===== config.mk =====
export PLATFORM = sky130hd
export DESIGN_NAME = sbrr_storage_bus_return_routing
export DESIGN_NICKNAME = d
export VERILOG_FILES = /design/src/rtl/sbrr_pkg.sv /design/src/rtl/sbrr_storage_bus_return_routing.sv
export VERILOG_INCLUDE_DIRS = /design/src /design/src/rtl
export SDC_FILE = /design/constraint.sdc
export NUM_CORES = 1
export LEC_CHECK = 0
export BUFFER_PORTS_ARGS = -buffer_cell sky130_fd_sc_hd__buf_2
export CORE_AREA = 10 10 350 352
export CTS_CLUSTER_SIZE = 20
export DETAILED_ROUTE_END_ITERATION = 10
export DIE_AREA = 0 0 360 362
export MAX_ROUTING_LAYER = met4
export PLACE_DENSITY_LB_ADDON = 0.2
export SKIP_LAST_GASP = 1
export SLEW_MARGIN = 20
export SYNTH_ARGS = -nofsm -noshare
export SYNTH_HDL_FRONTEND = slang
export SYNTH_SLANG_ARGS = --single-unit

===== constraint.sdc =====
create_clock -name aclk -period 4 [get_ports aclk]
set_input_delay 0.2 -clock aclk [delete_from_list [all_inputs] [get_ports aclk]]
set_output_delay 0.2 -clock aclk [all_outputs]
set_load 0.005 [all_outputs]

===== src/rtl/sbrr_defs.svh =====
// Purpose: Constants for the storage bus return routing block.
// Assumes: Included by bare name from the design file.
// Notes:   Bit numbering of addresses follows the machine: bit 0 is the most significant.
`ifndef SBRR_DEFS_SVH
`define SBRR_DEFS_SVH
`define SBRR_POS_A      0
`define SBRR_POS_B      1
`define SBRR_POS_J      2
`define SBRR_POS_CHAN   3
`define SBRR_POS_INV    4
`define SBRR_POS_DIAG   5
`define SBRR_OFF_LIMIT  8'h00
`define SBRR_OFF_STATUS 8'h04
`define SBRR_OFF_ADDR   8'h08
`define SBRR_LIMIT_RST  24'hFFFFFF
`define SBRR_RESP_OK    2'h0
`define SBRR_RESP_ERR   2'h2
`endif


===== src/rtl/sbrr_pkg.sv =====
// Purpose: Types shared by the storage bus return routing block.
// Assumes: Nothing.
// Notes:   Operation kinds of a CPU storage request.
package sbrr_pkg;
  typedef enum logic [2:0] {
    SBRR_OP_IFETCH_EVEN,
    SBRR_OP_IFETCH_ODD,
    SBRR_OP_OPERAND,
    SBRR_OP_STORE,
    SBRR_OP_DIAGNOSE
  } sbrr_op_e;
  typedef logic [5:0] sbrr_pos_t;
endpackage : sbrr_pkg


===== src/rtl/sbrr_storage_bus_return_routing.sv =====
// Purpose: Storage bus datapath: address register, store and fetch latches, return routing.
// Assumes: Storage units and channels run on aclk; channel-over-CPU priority is decided in this block.
// Notes:   Registers reached over AXI4-Lite with an 8-bit byte address.
//
// Chosen here: the AXI4-Lite register port and the register addresses.
`timescale 1ns/1ps
`include "sbrr_defs.svh"
module sbrr_storage_bus_return_routing (
  input  wire logic              aclk,
  input  wire logic              aresetn,
  input  wire logic [7:0]        s_axi_awaddr,
  input  wire logic              s_axi_awvalid,
  output logic                   s_axi_awready,
  input  wire logic [31:0]       s_axi_wdata,
  input  wire logic [3:0]        s_axi_wstrb,
  input  wire logic              s_axi_wvalid,
  output logic                   s_axi_wready,
  output logic [1:0]             s_axi_bresp,
  output logic                   s_axi_bvalid,
  input  wire logic              s_axi_bready,
  input  wire logic [7:0]        s_axi_araddr,
  input  wire logic              s_axi_arvalid,
  output logic                   s_axi_arready,
  output logic [31:0]            s_axi_rdata,
  output logic [1:0]             s_axi_rresp,
  output logic                   s_axi_rvalid,
  input  wire logic              s_axi_rready,
  input  wire logic              load_from_adder,
  input  wire logic [0:31]       adder_bits,
  input  wire logic [0:2]        adder_parity,
  input  wire logic              load_from_incr,
  input  wire logic [0:23]       incr_bits,
  input  wire logic [0:2]        incr_parity,
  input  wire logic              scan_release,
  input  wire logic              cpu_request,
  input  wire sbrr_pkg::sbrr_op_e cpu_op,
  input  wire logic [3:0]        unit_busy,
  input  wire logic              chan_request,
  input  wire logic              chan_store,
  input  wire logic [0:23]       channel_address_bus,
  input  wire logic [71:0]       chan_store_bus,
  input  wire logic [71:0]       k_reg,
  input  wire logic              storage_advance,
  input  wire logic [287:0]      unit_fetch_bus,
  input  wire logic [71:0]       console_pre_or,
  output logic [0:23]            cpu_storage_address_reg,
  output logic [0:8]             fast_select_address_copy,
  output logic [0:23]            storage_address,
  output logic [3:0]             storage_unit_select,
  output logic                   cpu_accept,
  output logic                   chan_accept,
  output logic [71:0]            store_data_latch,
  output logic [71:0]            fetch_data_latch,
  output logic                   deliver_a,
  output logic                   deliver_b,
  output logic                   deliver_j,
  output logic                   deliver_chan,
  output logic                   deliver_mcw,
  output logic                   invalid_a,
  output logic                   invalid_b,
  output logic                   invalid_j,
  output logic                   chan_invalid_addr
);

  ////////////////////////////////////////////////////////////////////////////
  // Internal state.
  logic [0:2]          addr_parity;
  logic [23:0]         storage_limit;
  sbrr_pkg::sbrr_pos_t ret_x;
  sbrr_pkg::sbrr_pos_t ret_y;
  sbrr_pkg::sbrr_pos_t next_pos;
  logic                req_ptr;
  logic                ret_ptr;
  logic                inv_adv_pend;
  logic                store_pend;
  logic                store_from_chan;
  logic                store_inhibit;
  logic [23:0]         next_limit;

  ////////////////////////////////////////////////////////////////////////////
  // Address source selection; scan-in enters through the incrementer path.
  wire [0:23] adder_field = adder_bits[8:31];
  wire [0:23] next_addr   = scan_release    ? incr_bits :
                            load_from_adder ? adder_field :
                            load_from_incr  ? incr_bits : cpu_storage_address_reg;
  wire [0:2]  next_parity = scan_release    ? incr_parity :
                            load_from_adder ? adder_parity :
                            load_from_incr  ? incr_parity : addr_parity;
  wire [0:8]  next_copy   = {next_addr[0:6], next_addr[19:20]};

  // CPU unit choice comes from the fast copy path; the range check uses the full next address.
  wire [1:0] cpu_unit     = next_copy[7:8];
  wire [1:0] chan_unit    = channel_address_bus[19:20];
  wire       cpu_invalid  = next_addr >= storage_limit;
  wire       chan_invalid = channel_address_bus >= storage_limit;
  wire       cpu_is_store = cpu_op == sbrr_pkg::SBRR_OP_STORE;

  // Channel requests take precedence; an invalid request never waits on a busy unit.
  wire       chan_go     = chan_request & (chan_invalid | ~unit_busy[chan_unit]);
  wire       cpu_go      = cpu_request & ~chan_request & (cpu_invalid | ~unit_busy[cpu_unit]);
  wire       sel_fire    = cpu_go | chan_go;
  wire       sel_invalid = chan_go ? chan_invalid : cpu_invalid;
  wire [1:0] sel_unit    = chan_go ? chan_unit : cpu_unit;
  wire       sel_store   = chan_go ? chan_store : cpu_is_store;
  wire [3:0] next_select = (sel_fire & ~sel_invalid) ? 4'(4'h1 << sel_unit) : 4'h0;

  // Routing positions for the request being selected.
  always_comb begin
    next_pos = '0;
    if (chan_go) begin
      next_pos[`SBRR_POS_CHAN] = 1'b1;
      next_pos[`SBRR_POS_INV]  = chan_invalid;
    end else if (cpu_go) begin
      case (cpu_op)
        sbrr_pkg::SBRR_OP_IFETCH_EVEN: next_pos[`SBRR_POS_A] = 1'b1;
        sbrr_pkg::SBRR_OP_IFETCH_ODD:  next_pos[`SBRR_POS_B] = 1'b1;
        sbrr_pkg::SBRR_OP_OPERAND:     next_pos[`SBRR_POS_J] = 1'b1;
        sbrr_pkg::SBRR_OP_DIAGNOSE:    next_pos[`SBRR_POS_DIAG] = 1'b1;
        default:                       next_pos = '0;
      endcase
      if (!cpu_is_store) begin
        next_pos[`SBRR_POS_INV] = cpu_invalid;
      end
    end
  end

  ////////////////////////////////////////////////////////////////////////////
  // Address register, its parity and the fast copy load together.
  always_ff @(posedge aclk) begin
    if (!aresetn) begin
      cpu_storage_address_reg  <= '0;
      addr_parity              <= '0;
      fast_select_address_copy <= '0;
    end else begin
      cpu_storage_address_reg  <= next_addr;
      addr_parity              <= next_parity;
      fast_select_address_copy <= next_copy;
    end
  end

  // Select is issued at the same edge the address is loaded.
  always_ff @(posedge aclk) begin
    if (!aresetn) begin
      storage_address     <= '0;
      storage_unit_select <= 4'h0;
      cpu_accept          <= 1'b0;
      chan_accept         <= 1'b0;
    end else begin
      storage_address     <= chan_go ? channel_address_bus : next_addr;
      storage_unit_select <= next_select;
      cpu_accept          <= cpu_go;
      chan_accept         <= chan_go;
    end
  end

  ////////////////////////////////////////////////////////////////////////////
  // Return-address registers written alternately under the request pointer.
  always_ff @(posedge aclk) begin
    if (!aresetn) begin
      ret_x        <= '0;
      ret_y        <= '0;
      req_ptr      <= 1'b0;
      inv_adv_pend <= 1'b0;
    end else begin
      if (sel_fire) begin
        if (req_ptr) begin
          ret_y <= next_pos;
        end else begin
          ret_x <= next_pos;
        end
        req_ptr <= ~req_ptr;
      end
      // Cancelled storage never answers, so the block makes the advance itself.
      // A cancelled CPU store routes nothing but still consumes one advance to keep the pointers paired.
      inv_adv_pend <= sel_fire & sel_invalid;
    end
  end

  ////////////////////////////////////////////////////////////////////////////
  // Advance routing under the return pointer.
  wire                  adv_eff   = storage_advance | inv_adv_pend;
  sbrr_pkg::sbrr_pos_t  route_pos;
  assign route_pos = ret_ptr ? ret_y : ret_x;
  wire                  route_ok  = adv_eff & ~route_pos[`SBRR_POS_INV];
  wire                  route_bad = adv_eff & route_pos[`SBRR_POS_INV];

  // Five-way OR in front of the fetch latch.
  wire [71:0] or_chain [0:4];
  assign or_chain[0] = console_pre_or;
  genvar g;
  generate
    for (g = 0; g < 4; g = g + 1) begin : g_fetch_or
      assign or_chain[g+1] = or_chain[g] | unit_fetch_bus[g*72 +: 72];
    end
  endgenerate
  wire [71:0] fetch_or = or_chain[4];

  // Pointer toggles on the same edge the current positions are used.
  always_ff @(posedge aclk) begin
    if (!aresetn) begin
      ret_ptr           <= 1'b0;
      fetch_data_latch  <= '0;
      deliver_a         <= 1'b0;
      deliver_b         <= 1'b0;
      deliver_j         <= 1'b0;
      deliver_chan      <= 1'b0;
      deliver_mcw       <= 1'b0;
      invalid_a         <= 1'b0;
      invalid_b         <= 1'b0;
      invalid_j         <= 1'b0;
      chan_invalid_addr <= 1'b0;
    end else begin
      if (adv_eff) begin
        ret_ptr <= ~ret_ptr;
      end
      if (route_ok) begin
        fetch_data_latch <= fetch_or;
      end
      deliver_a         <= route_ok & route_pos[`SBRR_POS_A];
      deliver_b         <= route_ok & route_pos[`SBRR_POS_B];
      deliver_j         <= route_ok & route_pos[`SBRR_POS_J];
      deliver_chan      <= route_ok & route_pos[`SBRR_POS_CHAN];
      deliver_mcw       <= route_ok & route_pos[`SBRR_POS_DIAG];
      invalid_a         <= route_bad & route_pos[`SBRR_POS_A];
      invalid_b         <= route_bad & route_pos[`SBRR_POS_B];
      invalid_j         <= route_bad & route_pos[`SBRR_POS_J];
      chan_invalid_addr <= route_bad & route_pos[`SBRR_POS_CHAN];
    end
  end

  ////////////////////////////////////////////////////////////////////////////
  // Store latch: released the cycle after a store select, then held one more.
  always_ff @(posedge aclk) begin
    if (!aresetn) begin
      store_pend       <= 1'b0;
      store_from_chan  <= 1'b0;
      store_inhibit    <= 1'b0;
      store_data_latch <= '0;
    end else begin
      store_pend      <= sel_fire & ~sel_invalid & sel_store;
      store_from_chan <= chan_go;
      store_inhibit   <= store_pend & ~store_inhibit;
      if (store_pend && !store_inhibit) begin
        store_data_latch <= store_from_chan ? chan_store_bus : k_reg;
      end
    end
  end

  ////////////////////////////////////////////////////////////////////////////
  // AXI4-Lite register decode.
  wire        wr_limit  = s_axi_awaddr == `SBRR_OFF_LIMIT;
  wire        wr_hit    = wr_limit;
  wire        rd_limit  = s_axi_araddr == `SBRR_OFF_LIMIT;
  wire        rd_status = s_axi_araddr == `SBRR_OFF_STATUS;
  wire        rd_addr   = s_axi_araddr == `SBRR_OFF_ADDR;
  wire        rd_hit    = rd_limit | rd_status | rd_addr;
  wire [31:0] status_w  = {16'h0000, inv_adv_pend, store_inhibit, ret_y, ret_x, ret_ptr, req_ptr};
  wire [31:0] addr_w    = {5'h00, addr_parity, cpu_storage_address_reg};
  wire [31:0] rd_mux    = rd_limit  ? {8'h00, storage_limit} :
                          rd_status ? status_w :
                          rd_addr   ? addr_w : 32'h00000000;
  wire        aw_take   = s_axi_awvalid & s_axi_awready;
  wire        ar_take   = s_axi_arvalid & s_axi_arready;

  // Byte-lane merge of the installed-storage limit.
  always_comb begin
    next_limit = storage_limit;
    for (int i = 0; i < 3; i++) begin
      if (s_axi_wstrb[i]) begin
        next_limit[i*8 +: 8] = s_axi_wdata[i*8 +: 8];
      end
    end
  end

  // Write channel: address and data taken together, then one response.
  always_ff @(posedge aclk) begin
    if (!aresetn) begin
      s_axi_awready <= 1'b0;
      s_axi_wready  <= 1'b0;
      s_axi_bvalid  <= 1'b0;
      s_axi_bresp   <= `SBRR_RESP_OK;
      storage_limit <= `SBRR_LIMIT_RST;
    end else begin
      s_axi_awready <= s_axi_awvalid & s_axi_wvalid & ~s_axi_awready & ~s_axi_bvalid;
      s_axi_wready  <= s_axi_awvalid & s_axi_wvalid & ~s_axi_awready & ~s_axi_bvalid;
      if (aw_take) begin
        s_axi_bvalid <= 1'b1;
        s_axi_bresp  <= wr_hit ? `SBRR_RESP_OK : `SBRR_RESP_ERR;
        if (wr_limit) begin
          storage_limit <= next_limit;
        end
      end else if (s_axi_bready) begin
        s_axi_bvalid <= 1'b0;
      end
    end
  end

  // Read channel: one read at a time.
  always_ff @(posedge aclk) begin
    if (!aresetn) begin
      s_axi_arready <= 1'b0;
      s_axi_rvalid  <= 1'b0;
      s_axi_rdata   <= 32'h00000000;
      s_axi_rresp   <= `SBRR_RESP_OK;
    end else begin
      s_axi_arready <= s_axi_arvalid & ~s_axi_arready & ~s_axi_rvalid;
      if (ar_take) begin
        s_axi_rvalid <= 1'b1;
        s_axi_rdata  <= rd_mux;
        s_axi_rresp  <= rd_hit ? `SBRR_RESP_OK : `SBRR_RESP_ERR;
      end else if (s_axi_rready) begin
        s_axi_rvalid <= 1'b0;
      end
    end
  end
endmodule : sbrr_storage_bus_return_routing


Yosys cells after proc, flatten, opt, wreduce, memory -nomap -nowiden
Cells that the tools add are included.
{"block": "totals", "latchBits": 0, "mem_count": 0, "ram_bits": 0, "ff_bits": 300, "output_inout_bits": 257, "inputBits": 663, "rom_bits": 0}
{"block": "op_classes", "n_addsub": 0, "order_cmp": 4, "muxes": 34, "bitwise_logic": 47, "n_mul": 0, "reduce_logical": 14, "eq_ne": 6, "shifts": 1, "n_div": 0}
{"op": "72-bit bitwise OR", "n": 4}
{"op": "24-bit two-way mux", "n": 4}
{"op": "27-bit two-way mux", "n": 3}
{"op": "72-bit two-way mux", "n": 1}
{"op": "24-bit greater-or-equal comparator", "n": 2}
{"op": "1-bit AND", "n": 25}
{"op": "8-bit zero test", "n": 2}
{"op": "1-bit two-way mux", "n": 14}
{"op": "3-bit two-way mux", "n": 4}
{"op": "6-bit two-way mux", "n": 2}
{"op": "1-bit NOT", "n": 12}
{"op": "3-bit AND reduction", "n": 3}
{"op": "8-bit by 3-bit == test with 1-bit output, second input constant", "n": 1}
{"op": "8-bit by 4-bit == test with 1-bit output, second input constant", "n": 1}
{"op": "2-bit two-way mux", "n": 4}
{"op": "3-bit by 2-bit == test with 1-bit output, second input constant", "n": 2}
{"op": "2-bit by 3-bit < comparator with 1-bit output, second input constant", "n": 2}
{"op": "1-bit bitwise OR", "n": 6}
{"op": "2-bit AND reduction", "n": 3}
{"op": "1-bit binary-select mux with 2-bit select", "n": 2}
{"op": "2-bit nonzero test", "n": 2}
{"op": "1-bit by 2-bit << shifter with 4-bit output, first input constant", "n": 1}
{"op": "3-bit by 1-bit == test with 1-bit output, second input constant", "n": 1}
{"op": "3-bit == test, second input constant", "n": 1}
{"op": "4 further kinds", "n": 4}

Logic depth before layout (Yosys ltp)
Gate-level depths: netlist (run 1).
{"block": "logic_depth", "ltp_word": 11, "mapped_depth": 15, "depth_no_buf": 13}

Worst setup path after synthesis (run 1)
Ideal clock, no wire load.
{"block": "synth_timing", "path_kind": "in2reg", "start": "input load_from_adder", "end": "register ret_y[0]", "n_path_buf": 2, "stages": 12, "slack_ps": 1057, "required_ps": 3908, "arrival_time_ps": 2851, "path_cell_list": "clkbuf_1 buf_1 a22oi_1 o21ai_0 ha_1 nand4_1 nor4_1 nand2_1 a31o_2 a31o_1 or3_1 o32ai_1"}
{"item": "from (decl)", "line_no": "sbrr_storage_bus_return_routing.sv:28", "source": "input wire logic load_from_adder,"}
{"item": "24-bit two-way mux (*)", "line_no": "sbrr_storage_bus_return_routing.sv:84", "source": "load_from_adder ? adder_field :"}
{"item": "24-bit two-way mux (*)", "line_no": "sbrr_storage_bus_return_routing.sv:83", "source": "wire [0:23] next_addr = scan_release ? incr_bits :"}
{"item": "net next_addr, one bit", "line_no": "sbrr_storage_bus_return_routing.sv:83"}
{"item": "24-bit greater-or-equal comparator (*)", "line_no": "sbrr_storage_bus_return_routing.sv:94", "source": "wire cpu_invalid = next_addr >= storage_limit;"}
{"item": "1-bit bitwise OR (*)", "line_no": "sbrr_storage_bus_return_routing.sv:100", "source": "wire cpu_go = cpu_request & ~chan_request & (cpu_invalid | ~unit_busy[cpu_unit]);"}
{"item": "1-bit AND (*)", "line_no": "sbrr_storage_bus_return_routing.sv:100"}
{"item": "6-bit two-way mux or 1-bit bitwise OR (tied branches)", "line_no": "sbrr_storage_bus_return_routing.sv:113, sbrr_storage_bus_return_routing.sv:101"}
{"item": "3-bit two-way mux or 2-bit AND reduction (tied branches)"}
{"item": "to (signal assigned)", "line_no": "sbrr_storage_bus_return_routing.sv:167", "source": "ret_y <= next_pos;"}
{"item": "to (decl)", "line_no": "sbrr_storage_bus_return_routing.sv:70", "source": "sbrr_pkg::sbrr_pos_t ret_y;"}
The timed path passes the listed nets; every way through them passes the cells marked *. The select of a mux whose other input is x is not followed.
A chain may end at the register's enable or synchronous reset.

Worst setup path after layout (run 1)
{"block": "layout_timing", "start": "register cpu_storage_address_reg[2] in the netlist's numbering", "end": "register ret_y[5]"}
{"block": "layout_between", "elab_chain_cells": 8}
{"item": "from (decl)", "line_no": "sbrr_storage_bus_return_routing.sv:46", "source": "output logic [0:23] cpu_storage_address_reg,"}
{"item": "from (signal assigned)", "line_no": "sbrr_storage_bus_return_routing.sv:135", "source": "cpu_storage_address_reg <= next_addr;"}
{"item": "24-bit two-way mux (*)", "line_no": "sbrr_storage_bus_return_routing.sv:85", "source": "load_from_incr ? incr_bits : cpu_storage_address_reg;"}
{"item": "24-bit two-way mux (*)", "line_no": "sbrr_storage_bus_return_routing.sv:84"}
{"item": "24-bit two-way mux (*)", "line_no": "sbrr_storage_bus_return_routing.sv:83"}
{"item": "net next_addr, one bit", "line_no": "sbrr_storage_bus_return_routing.sv:83"}
{"item": "24-bit greater-or-equal comparator (*)", "line_no": "sbrr_storage_bus_return_routing.sv:94"}
{"item": "1-bit bitwise OR (*)", "line_no": "sbrr_storage_bus_return_routing.sv:100"}
{"item": "1-bit AND (*)", "line_no": "sbrr_storage_bus_return_routing.sv:100"}
{"item": "6-bit two-way mux or 1-bit bitwise OR (tied branches)", "line_no": "sbrr_storage_bus_return_routing.sv:113, sbrr_storage_bus_return_routing.sv:101"}
{"item": "1-bit two-way mux or 2-bit AND reduction (tied branches)"}
The timed path passes the listed nets; every way through them passes the cells marked *.

==> impl_metrics.env, run 1 <==
export IMPL_status="completed"
export IMPL_r2r_cells=11
export IMPL_synth_enable_flop_cells=0
export IMPL_htreeDepth=2
export IMPL_fp_row_count=125
export IMPL_max_cap_violations=0
export IMPL_cts_made_buffers=40
export IMPL_dr_wl_met3_um=7580
export IMPL_ios=920
export IMPL_vdd_ir_drop_max_mv=0.267
export IMPL_syn_to_final_growth_pct=83.1
export IMPL_internal_power_mw=5.80
export IMPL_crit_path_start_kind="register"
export IMPL_p_seq_share_pct=38.3
export IMPL_grt_use_total_pct=13.6
export IMPL_synthesis_area_mm2=0.0131
export IMPL_numPortBuffers=895
export IMPL_holdPathEnd="store_data_latch[62]"
export IMPL_setup_tns_final_ns=0
export IMPL_drtIter0Drc=888
export IMPL_grt_pass1_wl_um=126000
export IMPL_synthTopCellsByArea="dfxtp_1 (44%), mux2i_1 (9.4%), nor3_1 (5.8%)"
export IMPL_multi_input_area_mm2=0.00676
export IMPL_first_pass_iters=5
export IMPL_top_layer_used="met4"
export IMPL_regToRegSetupSlack_ns=0.32
export IMPL_cpMaxStageDelayCell="dlygate4sd3_1"
export IMPL_comb_power_share_pct=17.3
export IMPL_setup_viol=0
export IMPL_die_height_um=362
export IMPL_grt_max_degree=85
export IMPL_dieArea_mm2=0.130
export IMPL_num_vias=16000
export IMPL_critPathArrivalTime_ns=4.20
export IMPL_clock_sinks=284
export IMPL_place_congestion=0.874
export IMPL_crit_fanout=7
export IMPL_worst_setup_path_type="reg -> reg"
export IMPL_p_sw_share_pct=27.7
export IMPL_cts_setup_buffers=0
export IMPL_power_switching_mw=2.23
export IMPL_synth_top_area_cell="dfxtp_1"
export IMPL_avgRoutedWirePerCell_um=21.4
export IMPL_yosysTopAreaCellShare_pct=43.5
export IMPL_worstMarginPinSlew_ns=0.781
export IMPL_finClkSkew_ns=0.0202
export IMPL_async_flop_share_pct=0
export IMPL_cp_required_ns=4.52
export IMPL_reg_top3="fetch_data_latch (72), store_data_latch (72), s_axi_rdata (27)"
export IMPL_ant_nets=0
export IMPL_synth_warnings=0
export IMPL_reg2reg_to="ret_y[5]"
export IMPL_p_per_area_mw_per_mm2=336
export IMPL_min_from="k_reg[62]"
export IMPL_postRouteWirelength_um=91500
export IMPL_synth_seq_cells=284
export IMPL_cts_tree="built"
export IMPL_fillerInstances=13000
export IMPL_finalHoldViolations=0
export IMPL_coreArea_mm2=0.115
export IMPL_finalCritPeriodShare_pct=91.9
export IMPL_post_route_util_pct=20.7
export IMPL_start_util_pct=11.3
export IMPL_drive_gt1_share_pct=37.1
export IMPL_hp_class="in -> reg"
export IMPL_synth_common_cells="dfxtp_1 (284), nor2_1 (195), nor3_1 (151)"
export IMPL_grt_pass1_vias=16900
export IMPL_drc=0
export IMPL_slew_violations=0
export IMPL_clkSlewWorstSetupHoldPaths_ns=0.06
export IMPL_ff_latch_area_mm2=0.00569
export IMPL_end_kind="register"
export IMPL_clk_path_buf_depth=3
export IMPL_slowest_delay_ns=0.57
export IMPL_cts_root_buffer="clkbuf_16"
export IMPL_holdWs_ns=0.0360
export IMPL_clkLatencyLatePin_ns=0.58
export IMPL_pwr_share_clk_pct=44.4
export IMPL_synth_cell_types=58
export IMPL_wl_met1_um=40400
export IMPL_p_leak_nw=11.0
export IMPL_grt_ovfl_total=0
export IMPL_vias_per_cell=3.75
export IMPL_die_w_um=360
export IMPL_reg2reg_from="cpu_storage_address_reg[2]"
export IMPL_max_slew_margin_pct=48.0
export IMPL_finalCriticalPeriod_ns=3.68
export IMPL_crit_chain="a22oi_1 > o21ai_0 > ha_1 > nand4_1 > nor4_2 > nand2_1 > a31o_2 > a31o_1 > or3_1 > o32ai_1 > dlygate4sd3_1"
export IMPL_antenna_found_initial=36
export IMPL_post_synth_top_count_cell="dfxtp_1"
export IMPL_rsz0062_at_grt="false"
export IMPL_nets=3403
export IMPL_dp_hpwl_um=76200
export IMPL_synth_ff_type="dfxtp_1"
export IMPL_synth_cells=1512
export IMPL_fmax_mhz=272
export IMPL_seq_area_frac_synth_pct=43.5
export IMPL_wl_met2_um=41200
export IMPL_syn_mean_instance_area_um2=8.63
export IMPL_hold_depth=3
## stage by stage
stage	setup slack [ns]	instances	area, µm²	total power [mW]
after floorplan	1.06	1518	13100	3.56
after global placement	0.444	3851	19300	4.32
after detailed placement	0.401	3851	19300	4.32
after CTS	0.294	4243	23800	8.22
after global routing	0.0418	4269	23900	8.45
final	0.325	4274	23900	8.03
## layout make-up
| cell class | count | area share [%] |
|---|---|---|
| Inverter | 41 | 0.665 |
| Clock buffer | 61 | 5.03 |
| Sequential cell | 284 | 23.8 |
| Tap cell | 1524 | 7.98 |
| Antenna cell | 31 | 0.325 |
| Timing Repair Buffer | 1250 | 33.6 |
| Clock inverter | 8 | 0.304 |
| Multi-Input combinational cell | 1075 | 28.3 |
## critical path: cells and delay by family, from the launching register on
family / cells / cell delay, ns
fa+ha+maj: 1 / 0.35
buf+inv: 1 / 0.57
simple gates: 4 / 1.21
compound gates: 5 / 1.12
flops: 1 / 0.34
## repair_timing
| item | 4_1_cts | 5_1_grt |
|---|---|---|
| hold buffers | 323 | 0 |
| endpoints found under the hold margin | 195 | 0 |
| resized for setup | 0 | 3 |
| endpoints found under the setup margin | 0 | 1 |
## routing by layer
layer  track usage (%)  vias up
met4              3.65        0
met5                 -        -
met3              5.36       92
met1              16.4     7463
met2              21.0      611
li1                  -     7850
## placed cells by master (no fill, tap or decap), types with 48 or more instances in the layout
cell type      netlist  routed
buf_2                3     895
dlygate4sd3_1        0     323
dfxtp_1            284     283
nor2_1             195     194
nor3_1             151     150
mux2i_1            122     122
nand2_1            114     114
a211oi_1            75      75
or4_1               73      73
a21oi_1             60      60
o21ai_0             61      58
ha_1                48      48
## kinds of logic (layout without fill, tap and decap cells)
family,Yosys count,after routing,share of synthesized area [%]
and+or+nand+nor,623,623,23.2
DFF,284,284,43.5
AOI/OAI and AO/OA,268,268,13.4
buffers and inverters,159,1360,5.15
muxes,128,128,10.0
adders and majority gates,48,48,4.60
other,1,38,0.0287
xor gates and xnor gates,1,1,0.0671
## how the worst max path moves through the flow
stage                     depth (start not counted)       end  slack (ns)                        from
after floorplan                                  12  ret_y[0]        1.06             load_from_adder
after global placement                           13  ret_y[2]        0.44             load_from_adder
after detailed placement                         13  ret_y[2]        0.40             load_from_adder
after CTS                                        11  ret_y[5]        0.29  cpu_storage_address_reg[0]
after global routing                             11  ret_y[5]        0.04  cpu_storage_address_reg[2]
final                                            11  ret_y[5]        0.32  cpu_storage_address_reg[2]
## power by group through the flow
stage               logic [mW]  registers [mW]  clock network [mW]
global placement          1.18            3.14                   0
finish                    1.39            3.08                3.56
detailed placement        1.18            3.14                   0
global route              1.52            3.10                3.83
floorplan                0.449            3.11                   0
CTS                       1.41            3.08                3.73
Note: power is estimated with default switching activity, not from simulation.
==> inputs of run 2 (changes only) <==
- PLACE_DENSITY_LB_ADDON: 0.2 -> 0.15
==> impl_metrics.env, run 2 (synthesized netlist as in run 1, its figures left out) <==
export IMPL_status="completed"
export IMPL_post_route_util_pct=20.7
export IMPL_nets=3398
export IMPL_start_util_pct=11.3
export IMPL_hold_depth=3
export IMPL_grt_pass1_vias=16700
export IMPL_numPortBuffers=895
export IMPL_rsz0062_at_grt="false"
export IMPL_holdPathEnd="store_data_latch[31]"
export IMPL_place_congestion=0.852
export IMPL_min_from="chan_store_bus[31]"
export IMPL_cts_tree="built"
export IMPL_crit_fanout=7
export IMPL_reg2reg_to="ret_y[0]"
export IMPL_dieArea_mm2=0.130
export IMPL_finClkSkew_ns=0.0147
export IMPL_p_leak_nw=11.1
export IMPL_crit_path_start_kind="register"
export IMPL_pre_cts_ws_ns=0.299
export IMPL_ios=920
export IMPL_setup_viol=0
export IMPL_first_pass_iters=5
export IMPL_p_per_area_mw_per_mm2=347
export IMPL_critPathArrivalTime_ns=4.20
export IMPL_antenna_found_initial=44
export IMPL_hp_class="in -> reg"
export IMPL_clkSlewWorstSetupHoldPaths_ns=0.06
export IMPL_r2r_cells=11
export IMPL_die_w_um=360
export IMPL_place_area_mm2=0.0193
export IMPL_layout_commonest_cell="buf_2"
export IMPL_cp_required_ns=4.53
export IMPL_ant_nets=0
export IMPL_cts_root_buffer="clkbuf_16"
export IMPL_reg2reg_from="cpu_storage_address_reg[5]"
export IMPL_max_cap_violations=0
export IMPL_clk_path_buf_depth=3
export IMPL_grt_use_total_pct=13.9
export IMPL_p_total_mw=8.29
export IMPL_grt_ovfl_total=0
export IMPL_clkLatencyLatePin_ns=0.58
export IMPL_post_route_cell_area_mm2=0.0239
export IMPL_worst_setup_path_type="reg -> reg"
export IMPL_finalHoldViolations=0
export IMPL_drc=0
export IMPL_syn_to_final_growth_pct=83.0
export IMPL_fp_row_count=125
export IMPL_setup_tns_final_ns=0
export IMPL_htreeDepth=2
export IMPL_cts_made_buffers=41
export IMPL_final_cell_mix="buf_2 (895), dlygate4sd3_1 (312), dfxtp_1 (283)"
export IMPL_clock_sinks=284
export IMPL_postRouteWirelength_um=93300
export IMPL_cts_setup_buffers=0
export IMPL_fmax_mhz=272
export IMPL_grt_pass1_wl_um=128000
export IMPL_drive_gt1_share_pct=37.6
export IMPL_finalCritPeriodShare_pct=91.8
export IMPL_grt_max_degree=76
export IMPL_reg_top3="fetch_data_latch (72), store_data_latch (72), s_axi_rdata (27)"
export IMPL_dp_hpwl_um=77800
export IMPL_end_kind="register"
export IMPL_num_vias=15900
export IMPL_vias_per_cell=3.72
export IMPL_vdd_ir_drop_max_mv=0.228
export IMPL_drtIter0Drc=870
export IMPL_fin_ws_ns=0.329
export IMPL_coreArea_mm2=0.115
export IMPL_avgRoutedWirePerCell_um=21.9
export IMPL_dp_cells=3856
export IMPL_max_slew_margin_pct=29.7
export IMPL_die_height_um=362
export IMPL_regToRegSetupSlack_ns=0.33
export IMPL_finalCriticalPeriod_ns=3.67
export IMPL_fillerInstances=13100
export IMPL_holdWs_ns=0.0486
export IMPL_slew_violations=0
export IMPL_final_cell_count_no_fill=4269
export IMPL_worstMarginPinSlew_ns=1.05
-- run 2: cell types whose count changed in the layout (fill, tap and decap cells not counted), sizes merged --
cell | before | now
clkinv | 5 | 8
buf | 927 | 932
dlygate4sd3 | 323 | 312
clkbuf | 61 | 63
inv | 43 | 44
diode | 31 | 26
-- run 2: worst max-delay path by stage --
stage          slack (ns)       end  depth (start not counted)                        from
6_report             0.33  ret_y[0]                         11  cpu_storage_address_reg[5]
5_1_grt             0.007  ret_y[0]                         11  cpu_storage_address_reg[1]
4_1_cts              0.25  ret_y[0]                         11  cpu_storage_address_reg[1]
3_5_place_dp         0.30  ret_y[0]                         14             load_from_adder
3_3_place_gp         0.35  ret_y[2]                         15             load_from_adder
2_1_floorplan        1.06  ret_y[0]                         12             load_from_adder
-- run 2: layout make-up --
type	count	area (µm²)	area share, %
Clock buffer	63	1290	5.40
Inverter	41	159	0.665
Sequential cell	284	5690	23.8
Clock inverter	12	96.3	0.403
Antenna cell	26	65.1	0.272
Timing Repair Buffer	1244	7930	33.2
Multi-Input combinational cell	1075	6750	28.3
Tap cell	1524	1910	7.98
-- run 2: worst max-delay path: stages, from the launching register on --
cell	delay, ns
dfxtp_1	0.42
a22oi_1	0.09
o21ai_0	0.35
ha_1	0.21
nand4_1	0.16
nor4_1	0.36
nand2_1	0.19
a31o_2	0.29
a31o_1	0.31
or3_1	0.43
o32ai_1	0.22
dlygate4sd3_1	0.57
-- run 2: metal layers --
layer / GRT usage [%] / share of wire (%) / up-vias
met5: - / 0 / -
met4: 3.62 / 2.3 / 0
met3: 4.00 / 6.9 / 101
met2: 21.8 / 46 / 589
met1: 17.3 / 45 / 7355
li1: - / - / 7838
-- run 2: what timing repair did --
item                                   4_1_cts  5_1_grt
hold buffers                               312        0
gates resized for setup                      0        1
setup endpoints to repair                    0        1
endpoints found under the hold margin      200        0
-- run 2: report_power, final --
| group | switching, mW | internal (mW) |
|---|---|---|
| Clock | 1.52 | 2.29 |
| Combinational | 0.685 | 0.721 |
| Sequential | 0.104 | 2.97 |
| Total | 2.31 | 5.98 |
